[src/inc/adc_seq_pkg.sv]
/*
 Constants, encodings and state type shared by the conversion sequencer
 and its testbench. Assumes a 20 MHz system clock.
*/
package adc_seq_pkg;

	// System clock and start-up timing
	localparam int CLK_PERIOD_NS = 50;
	localparam int OSC_START_NS  = 125;
	localparam int OSC_START_CYC = (OSC_START_NS + CLK_PERIOD_NS - 1) / CLK_PERIOD_NS;
	localparam int OSC_DIV_DEF   = 5;

	// Command register layout
	localparam int CMD_BITS    = 8;
	localparam int CMD_CH_HI   = 7;
	localparam int CMD_CH_LO   = 5;
	localparam int CMD_SCAN_HI = 4;
	localparam int CMD_SCAN_LO = 3;
	localparam int CMD_PD_HI   = 2;
	localparam int CMD_PD_LO   = 1;
	localparam int CMD_CLK_BIT = 0;
	localparam int CH_W        = CMD_CH_HI - CMD_CH_LO + 1;

	// Serial edge counts, internal clock modes
	localparam int CHAN_SEL_EDGE = 3;
	localparam int CMD_EDGES_8   = 8;
	localparam int CMD_EDGES_16  = 16;

	// Internal oscillator cycle marks
	localparam int ACQ_START_OSC  = 2;
	localparam int ACQ_END_OSC_8  = 6;
	localparam int ACQ_END_OSC_16 = 18;
	localparam int OSC_TOTAL_8    = 25;
	localparam int OSC_TOTAL_16   = 32;

	// Frame-sync transfer edge marks
	localparam int DSP_CMD_EDGES   = 8;
	localparam int DSP_SEL_EDGE    = 3;
	localparam int DSP_SAMPLE_EDGE = 7;
	localparam int DSP_FSO_EDGE    = 8;
	localparam int DSP_DATA_EDGE   = 9;

	// Result word, power-down reset and scan settings
	localparam int              RESULT_BITS = 16;
	localparam logic [15:0]     RESULT_MSB  = 16'h8000;
	localparam logic [1:0]      PD_RESET    = 2'h0;
	localparam logic [CH_W-1:0] SCAN_CH_FROM = 3'h2;
	localparam logic [2:0]      REPEAT_LEFT  = 3'h3;

	typedef enum logic [1:0] {
		SCAN_SINGLE = 2'h0,
		SCAN_UP     = 2'h1,
		SCAN_FROM2  = 2'h2,
		SCAN_REPEAT = 2'h3
	} scan_e;

	typedef enum logic [2:0] {
		ST_IDLE     = 3'h0,
		ST_CMD      = 3'h1,
		ST_START    = 3'h3,
		ST_CONV     = 3'h2,
		ST_READ     = 3'h6,
		ST_DSP_WAIT = 3'h7,
		ST_DSP_XFER = 3'h5
	} state_e;

endpackage

[src/rtl/result_fifo.sv]
/*
 Result buffer: synchronous FIFO with a registered output word.
 Assumes one clock domain; flush empties it in one cycle.
*/
`timescale 1ns/1ns
module result_fifo #(
	parameter int WIDTH = 16,
	parameter int DEPTH = 16
) (
	input  wire logic             clk,
	input  wire logic             rst_n,
	input  wire logic             flush,
	input  wire logic             in_valid,
	output logic                  in_ready,
	input  wire logic [WIDTH-1:0] in_data,
	output logic                  out_valid,
	input  wire logic             out_ready,
	output logic      [WIDTH-1:0] out_data
);
	localparam int AW = $clog2(DEPTH);

	typedef struct packed {
		logic [DEPTH-1:0][WIDTH-1:0] mem;
		logic [AW-1:0]               wp;
		logic [AW-1:0]               rp;
		logic [AW:0]                 cnt;
		logic                        ov;
		logic [WIDTH-1:0]            od;
	} fifo_s;

	fifo_s r;
	fifo_s n;
	logic  push;
	logic  take;

	always_comb begin
		n = r;
		in_ready = (r.cnt != (AW+1)'(DEPTH));
		push = in_valid && in_ready;
		take = (r.cnt != '0) && (!r.ov || out_ready);
		if (out_ready && r.ov) begin
			n.ov = 1'b0;
		end
		if (take) begin
			n.od = r.mem[r.rp];
			n.ov = 1'b1;
			n.rp = r.rp + 1'b1;
		end
		if (push) begin
			n.mem[r.wp] = in_data;
			n.wp = r.wp + 1'b1;
		end
		n.cnt = r.cnt + (AW+1)'(push) - (AW+1)'(take);
		if (flush) begin
			n.wp = '0;
			n.rp = '0;
			n.cnt = '0;
			n.ov = 1'b0;
		end
	end

	always_ff @(posedge clk or negedge rst_n) begin
		if (!rst_n) begin
			r <= '0;
		end else begin
			r <= n;
		end
	end

	assign out_valid = r.ov;
	assign out_data = r.od;
endmodule

[src/rtl/conv_sequencer.sv]
/*
 Serial command interface and conversion sequencer of a multichannel
 16-bit successive-approximation converter: internal-clock 8/16-bit
 transfer with scan, and frame-sync 8-bit transfer.
 Assumes the serial link pins are asynchronous to CLK and that the serial clock runs
 well below CLK/4. The analog core supplies one comparator decision per
 trial code.
*/
`timescale 1ns/1ns
module conv_sequencer
	import adc_seq_pkg::*;
#(
	parameter int OSC_DIV    = adc_seq_pkg::OSC_DIV_DEF,
	parameter int FIFO_DEPTH = 16
) (
	// Clock and reset
	input  wire logic                          CLK,
	input  wire logic                          RST_N,
	// Serial link pins
	input  wire logic                          CS_N,
	input  wire logic                          SCLK,
	input  wire logic                          DIN,
	input  wire logic                          FRAME_SYNC_IN,
	input  wire logic                          WORD_WIDTH_SELECT,
	output logic                               DOUT,
	output logic                               DOUT_OE,
	output logic                               EOC_N,
	output logic                               FRAME_SYNC_OUT,
	// Converter core
	input  wire logic                          CMP_HIGH,
	output logic                               ANALOG_WAKE,
	output logic                               OSC_RUN,
	output logic [adc_seq_pkg::CH_W-1:0]       CHANNEL,
	output logic                               ACQUIRE,
	output logic                               SAMPLE,
	output logic [adc_seq_pkg::RESULT_BITS-1:0] SAR_TRIAL,
	// Status
	output logic [1:0]                         PD_MODE,
	output logic                               DSP_MODE
);
	import adc_seq_pkg::*;

	localparam int DW = $clog2(OSC_DIV);

	typedef struct packed {
		logic                   cs_m, cs_q, cs_d;
		logic                   ck_m, ck_q, ck_d;
		logic                   di_m, di_q;
		logic                   fs_m, fs_q, fs_d;
		logic                   ws_m, ws_q;
		state_e                 st;
		logic                   dsp;
		logic                   wide;
		logic [CMD_BITS-1:0]    cmd;
		logic [4:0]             edge_cnt;
		logic [4:0]             rise_cnt;
		logic [2:0]             wait_cnt;
		logic [DW-1:0]          osc_div;
		logic [5:0]             osc_cyc;
		logic [RESULT_BITS-1:0] trial;
		logic [RESULT_BITS-1:0] mask;
		logic                   sar_run;
		logic                   sampled;
		logic                   last_done;
		logic [CH_W-1:0]        ch;
		logic [2:0]             left;
		scan_e                  scan;
		logic [RESULT_BITS-1:0] shreg;
		logic [3:0]             out_idx;
		logic                   dout, dout_oe, eoc_n, fso, wake, osc_run, acq, smp;
		logic [1:0]             pd;
	} seq_s;

	seq_s                   r;
	seq_s                   n;
	logic                   fifo_in_valid;
	logic                   fifo_in_ready;
	logic [RESULT_BITS-1:0] fifo_in_data;
	logic                   fifo_out_valid;
	logic                   fifo_out_ready;
	logic [RESULT_BITS-1:0] fifo_out_data;
	logic                   fifo_flush;

	always_comb begin
		logic                   cs_rise, cs_fall, ck_rise, ck_fall, fs_rise, fs_fall;
		logic                   osc_rise, osc_fall;
		logic [RESULT_BITS-1:0] t;
		logic [RESULT_BITS-1:0] nm;
		logic [4:0]             e;
		logic [5:0]             acq_end, total;
		logic [CH_W-1:0]        top_ch;
		int                     idx;
		cs_rise = r.cs_q && !r.cs_d;
		cs_fall = !r.cs_q && r.cs_d;
		ck_rise = r.ck_q && !r.ck_d;
		ck_fall = !r.ck_q && r.ck_d;
		fs_rise = r.fs_q && !r.fs_d;
		fs_fall = !r.fs_q && r.fs_d;
		osc_rise = r.osc_run && (r.osc_div == '0);
		osc_fall = r.osc_run && (r.osc_div == DW'(OSC_DIV / 2));
		t = r.trial;
		nm = r.mask;
		e = r.edge_cnt;
		acq_end = r.wide ? 6'(ACQ_END_OSC_16) : 6'(ACQ_END_OSC_8);
		total = r.wide ? 6'(OSC_TOTAL_16) : 6'(OSC_TOTAL_8);
		top_ch = r.cmd[CMD_CH_HI:CMD_CH_LO];
		idx = 0;
		n = r;
		fifo_in_valid = 1'b0;
		fifo_in_data = r.trial;
		fifo_out_ready = 1'b0;
		fifo_flush = 1'b0;

		// Two-stage pin synchronisers
		n.cs_m = CS_N;
		n.cs_q = r.cs_m;
		n.cs_d = r.cs_q;
		n.ck_m = SCLK;
		n.ck_q = r.ck_m;
		n.ck_d = r.ck_q;
		n.di_m = DIN;
		n.di_q = r.di_m;
		n.fs_m = FRAME_SYNC_IN;
		n.fs_q = r.fs_m;
		n.fs_d = r.fs_q;
		n.ws_m = WORD_WIDTH_SELECT;
		n.ws_q = r.ws_m;
		n.smp = 1'b0;

		// Internal oscillator from the system clock
		if (r.osc_run) begin
			n.osc_div = (r.osc_div == DW'(OSC_DIV - 1)) ? '0 : r.osc_div + 1'b1;
		end

		if (r.sar_run && (r.dsp || osc_rise)) begin
			if (!CMP_HIGH) begin
				t = r.trial & ~r.mask;
			end
			nm = r.mask >> 1;
			n.trial = t | nm;
			n.mask = nm;
			n.sar_run = (nm != '0);
		end

		case (r.st)
			ST_IDLE: begin
				// frame mode picked at select fall
				if (cs_fall && !r.fs_q) begin
					n.st = ST_DSP_WAIT;
					n.dsp = 1'b1;
					n.dout_oe = 1'b1;
					n.dout = 1'b0;
				end else if (cs_fall) begin
					n.st = ST_CMD;
					n.dsp = 1'b0;
					n.wide = r.ws_q;
					n.wake = 1'b1;
					n.dout_oe = 1'b1;
					n.dout = 1'b0;
					n.edge_cnt = '0;
					fifo_flush = 1'b1;
				end
			end
			ST_CMD: begin
				if (ck_rise) begin
					e = r.edge_cnt + 1'b1;
					n.edge_cnt = e;
					if (e <= 5'(CMD_BITS)) begin
						n.cmd = {r.cmd[CMD_BITS-2:0], r.di_q};
					end
					if (e == 5'(CHAN_SEL_EDGE)) begin
						n.ch = {r.cmd[CHAN_SEL_EDGE-2:0], r.di_q};
					end
					// start count after last command edge
					if (e == (r.wide ? 5'(CMD_EDGES_16) : 5'(CMD_EDGES_8))) begin
						n.st = ST_START;
						n.wait_cnt = '0;
					end
				end
			end
			ST_START: begin
				n.wait_cnt = r.wait_cnt + 1'b1;
				if (r.wait_cnt == 3'(OSC_START_CYC - 1)) begin
					n.st = ST_CONV;
					n.osc_run = 1'b1;
					n.osc_div = '0;
					n.osc_cyc = '0;
					n.sampled = 1'b0;
					n.last_done = 1'b0;
					n.scan = scan_e'(r.cmd[CMD_SCAN_HI:CMD_SCAN_LO]);
					case (scan_e'(r.cmd[CMD_SCAN_HI:CMD_SCAN_LO]))
						SCAN_UP: begin
							n.ch = '0;
							n.left = 3'(top_ch);
						end
						SCAN_FROM2: begin
							n.ch = (top_ch > SCAN_CH_FROM) ? SCAN_CH_FROM : top_ch;
							n.left = (top_ch > SCAN_CH_FROM) ? 3'(top_ch - SCAN_CH_FROM) : 3'h0;
						end
						SCAN_REPEAT: begin
							n.left = REPEAT_LEFT;
						end
						default: begin
							n.left = 3'h0;
						end
					endcase
				end
			end
			ST_CONV: begin
				if (osc_rise && (r.osc_cyc != 6'h3f)) begin
					n.osc_cyc = r.osc_cyc + 1'b1;
					if (r.osc_cyc + 1'b1 == 6'(ACQ_START_OSC) && !r.sampled) begin
						n.acq = 1'b1;
					end
				end
				if (osc_fall && r.acq && r.osc_cyc == acq_end) begin
					n.acq = 1'b0;
					n.smp = 1'b1;
					n.sampled = 1'b1;
					n.sar_run = 1'b1;
					n.trial = RESULT_MSB;
					n.mask = RESULT_MSB;
				end
				// conversion closes at full oscillator count
				if (r.sampled && !r.sar_run && r.osc_cyc >= total && !r.last_done) begin
					fifo_in_valid = 1'b1;
					if (fifo_in_ready) begin
						n.sampled = 1'b0;
						n.osc_cyc = '0;
						if (r.left != '0) begin
							n.left = r.left - 1'b1;
							n.ch = (r.scan == SCAN_REPEAT) ? r.ch : r.ch + 1'b1;
						end else begin
							n.last_done = 1'b1;
						end
					end
				end
				if (r.last_done && fifo_out_valid) begin
					n.st = ST_READ;
					n.eoc_n = 1'b0;
					n.osc_run = 1'b0;
					n.wake = 1'b0;
					n.shreg = fifo_out_data;
					n.dout = fifo_out_data[RESULT_BITS-1];
					n.out_idx = '0;
					fifo_out_ready = 1'b1;
					fifo_in_valid = 1'b1;
					fifo_in_data = fifo_out_data;
				end
			end
			ST_READ: begin
				if (ck_fall) begin
					// words recirculate so extra clocks repeat them
					if (r.out_idx == 4'(RESULT_BITS - 1)) begin
						n.out_idx = '0;
						n.shreg = fifo_out_data;
						n.dout = fifo_out_data[RESULT_BITS-1];
						fifo_out_ready = 1'b1;
						fifo_in_valid = fifo_out_valid;
						fifo_in_data = fifo_out_data;
					end else begin
						n.out_idx = r.out_idx + 1'b1;
						n.shreg = {r.shreg[RESULT_BITS-2:0], 1'b0};
						n.dout = r.shreg[RESULT_BITS-2];
					end
				end
			end
			ST_DSP_WAIT: begin
				if (fs_fall) begin
					n.st = ST_DSP_XFER;
					n.edge_cnt = '0;
					n.rise_cnt = '0;
				end
			end
			ST_DSP_XFER: begin
				if (ck_fall && r.edge_cnt != 5'h1f) begin
					e = r.edge_cnt + 1'b1;
					n.edge_cnt = e;
					if (e <= 5'(DSP_CMD_EDGES)) begin
						n.cmd = {r.cmd[CMD_BITS-2:0], r.di_q};
					end
					// channel and acquisition at fall three
					if (e == 5'(DSP_SEL_EDGE)) begin
						n.ch = {r.cmd[DSP_SEL_EDGE-2:0], r.di_q};
						n.acq = 1'b1;
					end
				end
				if (ck_rise && r.rise_cnt != 5'h1f) begin
					e = r.rise_cnt + 1'b1;
					n.rise_cnt = e;
					if (e == 5'(DSP_SAMPLE_EDGE)) begin
						n.acq = 1'b0;
						n.smp = 1'b1;
						n.sar_run = 1'b1;
						n.trial = RESULT_MSB;
						n.mask = RESULT_MSB;
					end
					n.fso = (e == 5'(DSP_FSO_EDGE));
					if (e >= 5'(DSP_DATA_EDGE) && e < 5'(DSP_DATA_EDGE + RESULT_BITS)) begin
						idx = RESULT_BITS - 1 - (int'(e) - DSP_DATA_EDGE);
						n.dout = r.trial[idx];
					end else begin
						n.dout = 1'b0;
					end
				end
			end
			default: begin
				n.st = ST_IDLE;
			end
		endcase

		// new frame strobe restarts the conversion
		if (r.dsp && fs_rise && r.st != ST_IDLE) begin
			n.st = ST_DSP_WAIT;
			n.wake = 1'b1;
			n.acq = 1'b0;
			n.sar_run = 1'b0;
			n.fso = 1'b0;
			n.dout = 1'b0;
		end

		if (cs_rise) begin
			n.st = ST_IDLE;
			n.dsp = 1'b0;
			n.wake = 1'b0;
			n.osc_run = 1'b0;
			n.acq = 1'b0;
			n.sar_run = 1'b0;
			n.fso = 1'b0;
			n.eoc_n = 1'b1;
			n.dout_oe = 1'b0;
			n.dout = 1'b0;
			n.pd = r.cmd[CMD_PD_HI:CMD_PD_LO];
			fifo_flush = 1'b1;
			fifo_in_valid = 1'b0;
			fifo_out_ready = 1'b0;
		end
	end

	always_ff @(posedge CLK or negedge RST_N) begin
		if (!RST_N) begin
			r <= '0;
			r.cs_m <= 1'b1;
			r.cs_q <= 1'b1;
			r.cs_d <= 1'b1;
			r.fs_m <= 1'b1;
			r.fs_q <= 1'b1;
			r.fs_d <= 1'b1;
			r.st <= ST_IDLE;
			r.scan <= SCAN_SINGLE;
			r.eoc_n <= 1'b1;
			r.pd <= PD_RESET;
		end else begin
			r <= n;
		end
	end

	result_fifo #(
		.WIDTH(RESULT_BITS),
		.DEPTH(FIFO_DEPTH)
	) u_results (
		.clk      (CLK),
		.rst_n    (RST_N),
		.flush    (fifo_flush),
		.in_valid (fifo_in_valid),
		.in_ready (fifo_in_ready),
		.in_data  (fifo_in_data),
		.out_valid(fifo_out_valid),
		.out_ready(fifo_out_ready),
		.out_data (fifo_out_data)
	);

	assign DOUT = r.dout;
	assign DOUT_OE = r.dout_oe;
	assign EOC_N = r.eoc_n;
	assign FRAME_SYNC_OUT = r.fso;
	assign ANALOG_WAKE = r.wake;
	assign OSC_RUN = r.osc_run;
	assign CHANNEL = r.ch;
	assign ACQUIRE = r.acq;
	assign SAMPLE = r.smp;
	assign SAR_TRIAL = r.trial;
	assign PD_MODE = r.pd;
	assign DSP_MODE = r.dsp;
endmodule

[config.mk]
export PLATFORM = sky130hd
export DESIGN_NAME = conv_sequencer
export DESIGN_NICKNAME = d
export VERILOG_FILES = /design/src/inc/adc_seq_pkg.sv /design/src/rtl/result_fifo.sv /design/src/rtl/conv_sequencer.sv
export SDC_FILE = /design/constraint.sdc
export NUM_CORES = 1
export LEC_CHECK = 0
export ABC_CLOCK_PERIOD_IN_PS = 8000
export BUFFER_PORTS_ARGS = -buffer_cell sky130_fd_sc_hd__buf_2
export CORE_MARGIN = 10
export CORE_UTILIZATION = 60
export CTS_BUF_LIST = sky130_fd_sc_hd__clkbuf_8 sky130_fd_sc_hd__clkbuf_16
export DETAILED_ROUTE_END_ITERATION = 10
export PLACE_DENSITY = 0.77
export SETUP_SLACK_MARGIN = 0.3
export SYNTH_ARGS = -nofsm -noshare
export SYNTH_HDL_FRONTEND = slang
export SYNTH_SLANG_ARGS = --single-unit
[constraint.sdc]
create_clock -name CLK -period 8 [get_ports CLK]
set_input_delay 1.2 -clock CLK [delete_from_list [all_inputs] [get_ports CLK]]
set_output_delay 1.2 -clock CLK [all_outputs]
set_load 0.1 [all_outputs]
==> results by group <==
Route
  – DR WL/cell: ~22 um
  – Vias: roughly 13000
  – Residual DRC: 0
  – First DRT Iteration DRCs: 1117
  – DR vias/cell: between 6 and 7
  – First-pass iteration count of the detailed router: 5
  – Antenna Nets Post-Route: 0
  – Routed WL: 46710 um

Floorplan
  – Initial Util: 0.6069
  – Die Area: about 42000 um2
  – Die Height: a little over 200 um
  – Top-level I/O count: 38
  – Chip Width: about 200 um
  – CORE AREA: 33530 um2
  – Row count: 67

Setup path
  – Critical R2R Launch: r[107]
  – Maximum fanout along the worst path: 38
  – Crit path required time: approximately 8.5 ns
  – Setup CP Type: reg2reg
  – Startpoint types: register
  – Worst EP arrival: 5.04 ns
  – Crit path launch: r[107]
  – R2R setup slack: 3.43 ns
  – Worst setup EP type: register

Run
  – Max cap viols: 0

Clock network
  – CTS tree: yes
  – Post-CTS setup buffer count: 0
  – Clk sink count: ~410
  – Worst-skew pair later-pin latency: between 0.5 and 0.6 ns
  – CTS Hold Bufs: 0
  – Clock Pin Slew Worst Setup and Hold Paths: roughly 0.060 ns
  – CTS Root Cell: clkbuf_16
  – H-tree Lvls: 2
  – Cts bufs inserted: 43
  – Longest Clk Path Bufs: 3
  – Post_cts resized: 0

STA
  – Rel. slew slack: 0.1545
  – Period utilization: 0.5713
  – Setup violators final: 0
  – Min Tclk post-route: roughly 4.6 ns
  – Max Fclk: 218.8 MHz
  – Clk_skew: about 0.015 ns
  – Slew @ Worst Pin: roughly 1.3 ns
  – Hold Fails Final Rpt: 0
  – Final Slew Violations: 0
  – RSZ-0062 raised after global routing: no
  – Final TNS setup: 0 ns

Place
  – Post-Place Cells: roughly 2000
  – Detailed Place HPWL: a little under 30000 um
  – Gpl congestion: around 0.88
  – # port buffers: 37

Cells and area
  – ANT cells: 0
  – Non-filler cells, final: 2083
  – Final #Nets: about 1700
  – Synth-to-Final Area Change: 8.424%
  – Layout cells sized above 1: 0.2862

Yosys
  – Yosys Warn Count: 0
  – Net count after synthesis: roughly 1700
  – Synth Flop Type: dfrtp_1
  – Syn Inst Count: around 1600
  – Syn_area_per_cell: 12.64 um2
  – Synth Register Bits: approximately 410
  – Asr flop ratio synth: 1.000
  – Post-Syn Area: a little over 20000 um2
  – Distinct cells, synth: a little under 70
  – Seq/Total Area, Yosys: 0.4997
  – Number of synthesized flops with an enable pin: 0

Hold path
  – Hold WC Path Type: reg2reg
  – Hold_sp: n[113]

Pwr
  – Leakage Power: approximately 10 nW
  – Power density over cell area: about 290 nW/um2
  – VDD IR max: 0.3183 mV

Global route
  – Global route hottest layer: met2
  – GRT Total Usage: 0.2257
  – Initial antenna violation count: 0
  – Grt ovf: 0
  – M2 GR Usage: 0.3728
  – Met1 Use GR: 0.3003
  – Number of global-route vias before repair: 13450
  – Largest net degree at the start of global routing: around 170
  – First-pass GRT wire length: approximately 75000 um
  – Met3 GRT Util: 0.03661

Outcome
  – Status: finished, final reports clean
## routing by layer
| metal | vias up | part of all wire | routed length [um] |
|---|---|---|---|
| li1 | 5747 | - | - |
| met1 | 6745 | 0.42 | 19460 |
| met2 | 468 | 0.49 | 23060 |
| met3 | 101 | 0.061 | 2868 |
| met4 | 0 | 0.028 | 1324 |
| met5 | - | 0 | 0 |
## path summary, 6_finish.rpt
check / end / cells past startpoint
worst max-delay path: u_results.r[21] / 13
worst min-delay path: r[113] / 0
worst max register to register: u_results.r[21] / 13
worst min register to register: r[113] / 0
max in group asynchronous: u_results.r[77] / 2
min in group asynchronous: r[73] / 1
## metrics by stage
| step | area (um2) | setup slack [ns] | hold WS (ns) | power (W) | util |
|---|---|---|---|---|---|
| after floorplan | 20350 | 4.479 | 0.3312 | 0.003962 | - |
| after CTS | 22060 | 3.536 | 0.3487 | 0.006399 | 0.6580 |
| after detailed placement | 20660 | 3.570 | 0.3347 | 0.004433 | 0.6161 |
| after global placement | 20660 | 3.694 | 0.3374 | 0.004372 | 0.6161 |
| after global routing | 22060 | 3.164 | 0.3540 | 0.006684 | 0.6580 |
| final | 22060 | 3.429 | 0.3476 | 0.006389 | 0.6580 |
## registers in the layout (all words and copies together), names as in the netlist
register and flops:
PD_MODE 2, SAR_TRIAL 16, EOC_N 1, DOUT_OE 1
CHANNEL 3, u_results.r 269, u_results.out_valid 1, OSC_RUN 1
n 8, ANALOG_WAKE 1, DSP_MODE 1, r 82
FRAME_SYNC_OUT 1, u_results.out_data 16, DOUT 1, ACQUIRE 1
SAMPLE 1
## Yosys cell counts, drive strengths merged, types with 3 or more instances
library cell | number | area (um2)
dfrtp | 399 | 9985
mux2 | 275 | 3510
nand2 | 151 | 574.3
a21oi | 85 | 425.4
o21ai | 75 | 375.4
buf | 69 | 583.1
nor2 | 61 | 229.0
clkbuf | 60 | 225.2
mux4 | 58 | 1306
mux2i | 57 | 570.6
ha | 42 | 525.5
inv | 41 | 153.9
a31oi | 16 | 100.1
nand3 | 15 | 75.07
nor2b | 15 | 93.84
and3 | 14 | 87.58
o211ai | 13 | 97.59
nand2b | 11 | 68.82
nand4 | 11 | 81.32
a221oi | 10 | 87.58
nor3 | 10 | 50.05
o21a | 9 | 67.56
xnor2 | 8 | 70.07
a22oi | 7 | 52.55
dfstp | 7 | 183.9
or3 | 7 | 43.79
xor2 | 7 | 61.31
and2 | 6 | 37.54
nand3b | 6 | 45.04
a21o | 5 | 37.54
o22ai | 5 | 31.28
o31ai | 5 | 42.54
a22o | 4 | 35.03
and4b | 4 | 40.04
nor4 | 4 | 25.02
a211oi | 3 | 22.52
nand4b | 3 | 26.28
nor4b | 3 | 26.28
nor4bb | 3 | 30.03
or2 | 3 | 18.77
## area by class of cell
cell class	instances	area (um2)
multi-input combinational	1034	9264
clock buffer	57	1291
clock inverter	20	112.6
sequential	406	10170
fill	2337	11470
tap	448	560.5
inverter	41	153.9
timing repair buffer	77	508.0
## report_power, final
part           switching [W]  total, W  internal [W]
clock               0.000802   0.00196       0.00116
combinational        0.00135   0.00191      0.000566
sequential          0.000270   0.00252       0.00225
## cell families (layout without fill, tap and decap cells)
logic type	after synthesis	after routing	share of synthesized area
simple gates	332	332	0.07852
buf+inv	170	195	0.04728
mux	390	390	0.2647
compound gates	254	254	0.07655
xor+xnor	15	15	0.006456
fa+ha+maj	43	43	0.02681
flops	406	406	0.4997
## cell usage in the layout (no fill, tap or decap), drive strengths merged, types with 6 or more instances in the layout
cell / Yosys / final
a21oi: 85 / 85
a221oi: 10 / 10
a22oi: 7 / 7
a31oi: 16 / 16
and2: 6 / 6
and3: 14 / 14
buf: 69 / 77
clkbuf: 60 / 57
clkinv: 0 / 6
dfrtp: 399 / 399
dfstp: 7 / 7
ha: 42 / 42
inv: 41 / 54
mux2: 275 / 275
mux2i: 57 / 57
mux4: 58 / 58
nand2: 151 / 151
nand2b: 11 / 11
nand3: 15 / 15
nand3b: 6 / 6
nand4: 11 / 11
nor2: 61 / 61
nor2b: 15 / 15
nor3: 10 / 10
o211ai: 13 / 13
o21a: 9 / 9
o21ai: 75 / 75
or3: 7 / 7
xnor2: 8 / 8
xor2: 7 / 7
## worst max-delay path: stages, from the launching register on
cell and delay [ns]:
dfrtp_1 0.92, nand3b_1 0.22, a21oi_2 0.18, buf_4 0.35, nand4_1 0.20, a21oi_4 0.95
ha_1 0.27, inv_1 0.04, ha_1 0.22, fa_1 0.44, a21oi_1 0.15, nor2_1 0.06
or3_1 0.34, a21oi_1 0.14
Power figures use the tool's default switching activity.
